$ cat config.mk
export PLATFORM = sky130hd
export DESIGN_NAME = apdt_timing_gen
export DESIGN_NICKNAME = d
export VERILOG_FILES = /design/src/design/apdt_timing_gen.v
export VERILOG_INCLUDE_DIRS = /design/src /design/src/pkg
export SDC_FILE = /design/constraint.sdc
export NUM_CORES = 1
export LEC_CHECK = 0
export ABC_AREA = 1
export BUFFER_PORTS_ARGS = -buffer_cell sky130_fd_sc_hd__buf_2
export CELL_PAD_IN_SITES_DETAIL_PLACEMENT = 1
export CELL_PAD_IN_SITES_GLOBAL_PLACEMENT = 1
export CORE_MARGIN = 8
export CORE_UTILIZATION = 46
export DETAILED_ROUTE_END_ITERATION = 8
export PLACE_DENSITY = 0.81
export SLEW_MARGIN = 0
export SYNTH_ARGS = -nofsm -noshare
export SYNTH_HDL_FRONTEND = slang
export SYNTH_SLANG_ARGS = --single-unit
$ cat constraint.sdc
create_clock -name clk -period 4 [get_ports clk]
set_input_delay 0.6 -clock clk [delete_from_list [all_inputs] [get_ports clk]]
set_output_delay 0.6 -clock clk [all_outputs]
set_load 0.01 [all_outputs]
$ cat src/pkg/apdt_defines.vh
// Constants for the asynchronous parallel display access timing block.
// Assumes word addressing on the register bus and 32-bit register words.
`ifndef APDT_DEFINES_VH
`define APDT_DEFINES_VH

// ==========================================================
// Register word addresses
`define APDT_REG_FCLK 4'h0
`define APDT_REG_CONF1 4'h1
`define APDT_REG_CONF2 4'h2
`define APDT_REG_CONF3 4'h3
`define APDT_REG_POL 4'h4
`define APDT_REG_MODE 4'h5
`define APDT_REG_CMD 4'h6
`define APDT_REG_STATUS 4'h7
`define APDT_REG_RDATA 4'h8

// ==========================================================
// Field positions
`define APDT_CMD_DIR 16
`define APDT_CMD_RS 17
`define APDT_MODE_SINGLE 0
`define APDT_MODE_68K 1
`define APDT_POL_CS 0
`define APDT_POL_WR 1
`define APDT_POL_RD 2
`define APDT_POL_RS 3
`define APDT_ST_BUSY 0
`define APDT_ST_RVALID 1
`define APDT_ST_PEND 2

// ==========================================================
// Reset values
`define APDT_FCLK_RST 16'h0001
`define APDT_CONF1_RST 32'h0008_0008
`define APDT_CONF2_RST 32'h0604_0602
`define APDT_CONF3_RST 16'h0004
`define APDT_POL_RST 4'h0
`define APDT_MODE_RST 2'h0

// ==========================================================
// Timing: one clk cycle is one half step of the fast internal clock.
`define APDT_CLK_NS 20
`define APDT_HALF_PER_FAST 2

`endif

$ cat src/design/apdt_timing_gen.v
// Access timing generator for the asynchronous parallel display port.
// Assumes an Avalon-MM master on clk and a display panel on the pins.
//
// Added by the designer: the placing of the registers and the Avalon-MM interface to the registers.
`timescale 1ns/100ps
`default_nettype none
`include "apdt_defines.vh"

module apdt_timing_gen #(
   parameter DW = 16
) (
   // Clock and reset
   input wire clk,
   input wire nrst,
   // Avalon-MM register slave
   input wire [3:0] avs_address,
   input wire avs_read,
   input wire avs_write,
   input wire [31:0] avs_writedata,
   output wire [31:0] avs_readdata,
   output wire avs_waitrequest,
   // Display panel pins
   output wire disp_cs,
   output wire disp_wr,
   output wire disp_rd,
   output wire disp_rs,
   output wire [DW-1:0] disp_bus_drive,
   output wire disp_bus_drive_en,
   input wire [DW-1:0] disp_bus_sample
);

   // ==========================================================
   // States
   localparam [1:0] ST_IDLE = 2'b00;
   localparam [1:0] ST_ACC = 2'b01;
   localparam [1:0] ST_GAP = 2'b10;

   // ==========================================================
   // Declarations
   reg [15:0] fclk_r;
   reg [15:0] rd_per_r;
   reg [15:0] wr_per_r;
   reg [7:0] wr_up_r;
   reg [7:0] wr_dn_r;
   reg [7:0] rd_up_r;
   reg [7:0] rd_dn_r;
   reg [15:0] rd_cap_r;
   reg [3:0] pol_r;
   reg [1:0] mode_r;
   reg wait_r;
   reg [31:0] rdata_bus_r;
   reg [31:0] rdata_mux;
   reg pend_v_r;
   reg pend_dir_r;
   reg pend_rs_r;
   reg [DW-1:0] pend_dat_r;
   reg [1:0] state_r;
   reg [1:0] state_nxt;
   reg [17:0] acc_r;
   reg [17:0] acc_nxt;
   reg ph_r;
   reg ph_nxt;
   reg take;
   reg dir_r;
   reg rs_r;
   reg [DW-1:0] wdat_r;
   reg cap_done_r;
   reg [DW-1:0] rcap_r;
   reg rvalid_r;
   reg [DW-1:0] ds1_r;
   reg [DW-1:0] ds2_r;
   reg disp_cs_r;
   reg disp_wr_r;
   reg disp_rd_r;
   reg disp_rs_r;
   reg [DW-1:0] dout_r;
   reg dout_en_r;

   // ==========================================================
   // Bus decode
   wire req = avs_read | avs_write;
   wire is_cmd = (avs_address == `APDT_REG_CMD);
   // A command waits on the bus while one is already pending.
   wire can_take = ~(avs_write & is_cmd & pend_v_r);
   wire wr_fire = avs_write & ~wait_r;
   wire cmd_fire = wr_fire & is_cmd;

   // ==========================================================
   // Timing arithmetic: everything is compared in doubled units, so
   // ceilings of a quotient never need a divider.
   wire [16:0] per2 = {(dir_r ? rd_per_r : wr_per_r), 1'b0};
   wire [8:0] up2 = {(dir_r ? rd_up_r : wr_up_r), 1'b0};
   wire [8:0] dn2 = {(dir_r ? rd_dn_r : wr_dn_r), 1'b0};
   wire [16:0] cap2 = {rd_cap_r, 1'b0};
   wire [17:0] sum = acc_r + {2'b00, fclk_r};
   // Ends on a whole fast cycle, so the period rounds up.
   wire last = ph_r & (sum >= {1'b0, per2});
   // Half-step index h meets h*B >= 2*setting at the rounded-up instant.
   wire past_up = (acc_r >= {9'h000, up2});
   wire past_dn = (acc_r >= {9'h000, dn2});
   wire strobe = past_up & ~past_dn;
   wire in_acc = (state_r == ST_ACC);
   // Capture only on whole fast cycles.
   wire cap_hit = in_acc & dir_r & ~ph_r & ~cap_done_r & (acc_r >= {1'b0, cap2});

   // ==========================================================
   // Avalon handshake: one wait cycle, more for a command while one is pending, then a single answer cycle.
   always @(posedge clk or negedge nrst) begin
      if (!nrst) begin
         wait_r <= 1'b1;
      end else if (req & wait_r & can_take) begin
         wait_r <= 1'b0;
      end else begin
         wait_r <= 1'b1;
      end
   end

   always @* begin
      rdata_mux = 32'h0000_0000;
      case (avs_address)
         `APDT_REG_FCLK: rdata_mux = {16'h0000, fclk_r};
         `APDT_REG_CONF1: rdata_mux = {rd_per_r, wr_per_r};
         `APDT_REG_CONF2: rdata_mux = {rd_dn_r, rd_up_r, wr_dn_r, wr_up_r};
         `APDT_REG_CONF3: rdata_mux = {16'h0000, rd_cap_r};
         `APDT_REG_POL: rdata_mux = {28'h0000000, pol_r};
         `APDT_REG_MODE: rdata_mux = {30'h00000000, mode_r};
         `APDT_REG_STATUS: rdata_mux = {29'h00000000, pend_v_r, rvalid_r,
                                        (state_r != ST_IDLE)};
         `APDT_REG_RDATA: rdata_mux[DW-1:0] = rcap_r;
         default: rdata_mux = 32'h0000_0000;
      endcase
   end

   always @(posedge clk or negedge nrst) begin
      if (!nrst) begin
         rdata_bus_r <= 32'h0000_0000;
      end else if (avs_read & wait_r) begin
         rdata_bus_r <= rdata_mux;
      end
   end

   // ==========================================================
   // Timing configuration registers
   always @(posedge clk or negedge nrst) begin
      if (!nrst) begin
         fclk_r <= `APDT_FCLK_RST;
         {rd_per_r, wr_per_r} <= `APDT_CONF1_RST;
         {rd_dn_r, rd_up_r, wr_dn_r, wr_up_r} <= `APDT_CONF2_RST;
         rd_cap_r <= `APDT_CONF3_RST;
         pol_r <= `APDT_POL_RST;
         mode_r <= `APDT_MODE_RST;
      end else if (wr_fire) begin
         case (avs_address)
            // A zero step would stall the accumulator forever.
            `APDT_REG_FCLK: fclk_r <= (avs_writedata[15:0] == 16'h0000) ?
                                      16'h0001 : avs_writedata[15:0];
            `APDT_REG_CONF1: begin
               rd_per_r <= avs_writedata[31:16];
               wr_per_r <= avs_writedata[15:0];
            end
            `APDT_REG_CONF2: begin
               rd_dn_r <= avs_writedata[31:24];
               rd_up_r <= avs_writedata[23:16];
               wr_dn_r <= avs_writedata[15:8];
               wr_up_r <= avs_writedata[7:0];
            end
            `APDT_REG_CONF3: rd_cap_r <= avs_writedata[15:0];
            `APDT_REG_POL: pol_r <= avs_writedata[3:0];
            `APDT_REG_MODE: mode_r <= avs_writedata[1:0];
            default: mode_r <= mode_r;
         endcase
      end
   end

   // ==========================================================
   // One-entry command hold so the next access can start without a
   // gap cycle when the previous one ends.
   always @(posedge clk or negedge nrst) begin
      if (!nrst) begin
         pend_v_r <= 1'b0;
         pend_dir_r <= 1'b0;
         pend_rs_r <= 1'b0;
         pend_dat_r <= {DW{1'b0}};
      end else if (cmd_fire) begin
         pend_v_r <= 1'b1;
         pend_dir_r <= avs_writedata[`APDT_CMD_DIR];
         pend_rs_r <= avs_writedata[`APDT_CMD_RS];
         pend_dat_r <= avs_writedata[DW-1:0];
      end else if (take) begin
         pend_v_r <= 1'b0;
      end
   end

   // ==========================================================
   // Access sequencer
   always @* begin
      state_nxt = state_r;
      acc_nxt = sum;
      ph_nxt = ~ph_r;
      take = 1'b0;
      case (state_r)
         ST_IDLE: begin
            acc_nxt = 18'h00000;
            ph_nxt = 1'b0;
            if (pend_v_r) begin
               state_nxt = ST_ACC;
               take = 1'b1;
            end
         end
         ST_ACC: begin
            if (last) begin
               acc_nxt = 18'h00000;
               ph_nxt = 1'b0;
               if (mode_r[`APDT_MODE_SINGLE]) begin
                  state_nxt = ST_GAP;
               end else if (pend_v_r) begin
                  take = 1'b1;
               end else begin
                  state_nxt = ST_IDLE;
               end
            end
         end
         ST_GAP: begin
            // Idle time lasts one interface period of the last access.
            if (last) begin
               acc_nxt = 18'h00000;
               ph_nxt = 1'b0;
               if (pend_v_r) begin
                  state_nxt = ST_ACC;
                  take = 1'b1;
               end else begin
                  state_nxt = ST_IDLE;
               end
            end
         end
         default: begin
            state_nxt = ST_IDLE;
            acc_nxt = 18'h00000;
            ph_nxt = 1'b0;
         end
      endcase
   end

   always @(posedge clk or negedge nrst) begin
      if (!nrst) begin
         state_r <= ST_IDLE;
         acc_r <= 18'h00000;
         ph_r <= 1'b0;
      end else begin
         state_r <= state_nxt;
         acc_r <= acc_nxt;
         ph_r <= ph_nxt;
      end
   end

   always @(posedge clk or negedge nrst) begin
      if (!nrst) begin
         dir_r <= 1'b0;
         rs_r <= 1'b0;
         wdat_r <= {DW{1'b0}};
      end else if (take) begin
         dir_r <= pend_dir_r;
         rs_r <= pend_rs_r;
         wdat_r <= pend_dat_r;
      end
   end

   // ==========================================================
   // Read data path: the panel must settle before the capture point,
   // so the synchroniser delay is part of the loopback budget.
   always @(posedge clk or negedge nrst) begin
      if (!nrst) begin
         ds1_r <= {DW{1'b0}};
         ds2_r <= {DW{1'b0}};
      end else begin
         ds1_r <= disp_bus_sample;
         ds2_r <= ds1_r;
      end
   end

   always @(posedge clk or negedge nrst) begin
      if (!nrst) begin
         cap_done_r <= 1'b0;
         rcap_r <= {DW{1'b0}};
      end else if (take) begin
         cap_done_r <= 1'b0;
      end else if (cap_hit) begin
         cap_done_r <= 1'b1;
         rcap_r <= ds2_r;
      end
   end

   // A capture in the same cycle as a software clear keeps the flag set.
   always @(posedge clk or negedge nrst) begin
      if (!nrst) begin
         rvalid_r <= 1'b0;
      end else if (cap_hit) begin
         rvalid_r <= 1'b1;
      end else if (wr_fire & (avs_address == `APDT_REG_STATUS) &
                   avs_writedata[`APDT_ST_RVALID]) begin
         rvalid_r <= 1'b0;
      end
   end

   // ==========================================================
   // Pin drivers. Logical active levels are mapped to pins through the
   // polarity bits; zero means active low.
   wire is68k = mode_r[`APDT_MODE_68K];
   wire rd_act = is68k ? (in_acc & strobe) : (in_acc & strobe & dir_r);
   wire wr_act = is68k ? (in_acc & dir_r) : (in_acc & strobe & ~dir_r);

   always @(posedge clk or negedge nrst) begin
      if (!nrst) begin
         disp_cs_r <= 1'b1;
         disp_wr_r <= 1'b1;
         disp_rd_r <= 1'b1;
         disp_rs_r <= 1'b1;
         dout_r <= {DW{1'b0}};
         dout_en_r <= 1'b0;
      end else begin
         disp_cs_r <= ~(in_acc ^ pol_r[`APDT_POL_CS]);
         disp_wr_r <= ~(wr_act ^ pol_r[`APDT_POL_WR]);
         disp_rd_r <= ~(rd_act ^ pol_r[`APDT_POL_RD]);
         disp_rs_r <= ~((in_acc & rs_r) ^ pol_r[`APDT_POL_RS]);
         dout_r <= wdat_r;
         dout_en_r <= in_acc & ~dir_r;
      end
   end

   // ==========================================================
   // Outputs
   assign avs_readdata = rdata_bus_r;
   assign avs_waitrequest = wait_r;
   assign disp_cs = disp_cs_r;
   assign disp_wr = disp_wr_r;
   assign disp_rd = disp_rd_r;
   assign disp_rs = disp_rs_r;
   assign disp_bus_drive = dout_r;
   assign disp_bus_drive_en = dout_en_r;

endmodule // apdt_timing_gen
`default_nettype wire

==> metrics <==
status=complete, no violations; Reg clk slew, reported paths=0.07 ns; number of buffers created by CTS=29; simple-gate portion of the synthesized area=0.1844; H-tree levels=1; drt drc=0; vias in the first global route=10,900; cell taking the most area after synthesis=dfrtp_1; DRT antenna net count=0; Max Freq=approximately 0.26 GHz; Crit Path Max Fanout=6; Mean Syn Cell Area=9.110 sq um; DRT Wirelength=about 40,000 microns; Max Cap Viol=0; clk sinks=264; later-pin clock latency in the skew report=between 0.5 and 0.6 ns; number of port buffers=109; share of flip-flops with an asynchronous set or reset=1.000; Hold Buf Count CTS=0; Post-Route Setup TNS=0 ns; Comb power frac=0.360; footprint of the multi-input gates=5176 sq um; largest net degree at the start of global routing=94; fin crit share=0.9517; startpoint types=register; total grt overflow=0; Final Hold Viols=0; syn nets=between 1,000 and 1,500; CP endpoint kind=register; fillers=3,100; sequential element share of the synthesized area=0.5383; final setup vio count=0; XOR/XNOR share of the synthesized area=0.01210; relative slew slack=0.1827; commonest non-fill, non-tap cell in the layout=nand2_1; mean routed wirelength per cell=between 20 and 25 microns; hold slack=0.1050 ns; global-route wire length before repair=62,480 microns; Vias/cell=5.593; IO Pins=110; cell-internal power=around 6.6 mW; post-synthesis register bit count=264; mux share of post-synthesis cell area=0.02358; Die Ht=179.6 microns; RSZ-0062 raised after global routing=no; Row Count=60; Initial Util=0.4631; P_sw=3.999 mW; critical path class=register to register; placed instance area=13,310 sq um; fin. max-slew vios=0; Post-synth EDFFs=0; post-layout instance area=14,510 sq um; sequential power share=0.368; global placement routability congestion=0.9346; P_leak=7.353 nW; Synth Area in Compound Gates=0.1160; library cells used by synthesis=46; largest family of logic cells by synthesized area=simple AND/OR/NAND/NOR gates; initial antenna violation count=2; Register Area=between 6000 and 7000 sq um; most frequent cells in the layout=nand2_1, dfrtp_1, o21ai_0, inv_1, buf_2; Top FF cell, synth=dfrtp_1; DR vias=10,260; Ys Warns=0; Mapped Cells=1,351; worst-margin pin slew=1.225 ns; Clock Power Share=0.272; P&R area growth vs syn=17.88%; top area cells in the synthesized netlist=dfrtp_1, nand2_1, ha_1; WP data required=4.48 ns; total global-route track usage=0.2427; core footprint=approximately 27,000 sq um; Post-layout nets=about 1,600; HP Class=input pin to asynchronous set/reset pin; pwr/cell area=between 700 and 800 nW/um^2; DR pass1 iterations=5; diode count=0; die area=32,250 sq um; top cell type's share of synthesized area=0.5063; CTS tree=built; CTS root buf=clkbuf_16; fraction of layout instances using a drive strength above 1=0.1593; dpl hpwl=28,890 microns; DRT iter0 DRCs=858; Worst Skew=0.008876 ns; CTS Buffer Depth=3; Min Clock Period, post-route=3.807 ns; Die X=179.6 microns; Post-Syn Area=12,310 sq um; sw frac=0.3790; Max rail drop VDD=0.3530 mV; WP data arrival=between 4 and 5 ns; Adder-Cell Fraction of Synth Area=0.07075
[per-layer routing]
layer | wire, microns | GRT usage
met5 | 27 | 0
met4 | 1542 | 0.08703
met3 | 2201 | 0.04032
met2 | 18940 | 0.4032
met1 | 17460 | 0.3170
[synthesized netlist by cell type (9+ instances only)]
cell type / n
clkbuf_1: 38
nor2_1: 66
a31oi_1: 25
nand3_1: 53
dfstp_2: 15
mux2i_1: 29
a21o_1: 12
nand2_2: 12
a21oi_1: 33
ha_1: 68
xor2_1: 11
nand4_1: 11
nand2_1: 376
nor4_1: 9
o21ai_0: 153
inv_1: 120
dfrtp_1: 249
[registers in the layout, indices dropped and copies added, names as in the netlist, 4 cells and up]
name and cells:
wr_per_r 16, rd_per_r 16, fclk_r 16, ds1_r 16, wr_dn_r 8, acc_r 18
wdat_r 16, rd_cap_r 16, rcap_r 16, ds2_r 16, rd_dn_r 8, pol_r 4
avs_readdata 32, wr_up_r 8, disp_bus_drive 16, pend_dat_r 16, rd_up_r 8
[path summary, 6_finish.rpt]
kind	start	endpoint	slack, ns	depth (start not counted)
hold reg to reg	ds1_r[8]	ds2_r[8]	0.35	0
max in group asynchronous	nrst	wr_dn_r[2]	2.99	2
hold / removal	nrst	ds2_r[15]	0.10	1
min in group clk	disp_bus_sample[8]	ds1_r[8]	0.16	1
setup reg to reg	acc_r[3]	rcap_r[0]	0.19	24
setup / recovery	acc_r[3]	rcap_r[0]	0.19	24
[critical path, cell delays in order, from the launching register on]
cell and delay [ns]:
dfrtp_1 0.45, ha_1 0.37, a21oi_1 0.20, nand2_1 0.09, nand2_1 0.09, nand2_1 0.06
o21ai_1 0.13, o21ai_2 0.13, a21boi_2 0.19, o21ai_1 0.10, xor2_1 0.18, ha_1 0.31
nand2_2 0.06, nor2_2 0.13, nand4_1 0.10, o21a_1 0.18, nand2_1 0.07, nand2_1 0.06
nand2_2 0.12, nand3_4 0.10, nand2_8 0.16, nand2_8 0.13, nand2_4 0.18, nand2_1 0.09
nand2_1 0.06
[power by group through the flow]
stage / Combinational, mW / Clock [mW] / Sequential, mW
2_1_floorplan: 2.31 / 0 / 3.78
3_3_place_gp: 3.40 / 0 / 3.87
3_5_place_dp: 3.58 / 0 / 3.90
4_1_cts: 3.63 / 2.91 / 3.87
5_1_grt: 4.23 / 2.99 / 3.95
6_report: 3.80 / 2.87 / 3.88
[cells by family after synthesis]
group                    count (synthesis)
AND/OR/NAND/NOR                        545
flip-flops                             264
AO/OA/AOI/OAI                          255
buffers and inverters                  172
adder cells (fa/ha/maj)                 69
multiplexers                            29
XOR/XNOR                                17
[through the flow]
step	cells	power, mW	setup WS [ns]	util
2_1_floorplan	1351	6.086	0.4583	-
3_3_place_gp	1777	7.265	0.1295	0.5009
3_5_place_dp	1777	7.478	-0.06501	0.5009
4_1_cts	1831	10.40	0.003749	0.5403
5_1_grt	1835	11.17	0.002987	0.5460
6_report	1835	10.55	0.1931	0.5460
[area by class of cell]
| cell class | instances | share of cell area |
|---|---|---|
| clock buffers | 44 | 0.05873 |
| inverters | 122 | 0.03156 |
| well taps | 341 | 0.02941 |
| repair buffers | 135 | 0.05485 |
| flip-flops and latches | 264 | 0.4567 |
| multi-input cells | 920 | 0.3568 |
| clock inverters | 9 | 0.01199 |
[what timing repair did]
item | 4_1_cts | 5_1_grt
buffers inserted | 0 | 0
resized for setup | 2 | 22
pin swaps | 1 | 6
endpoints found under the hold margin | 0 | 0
cloned | 1 | 4
setup endpoints to repair | 17 | 39
Note: power is estimated with default switching activity, not from simulation.
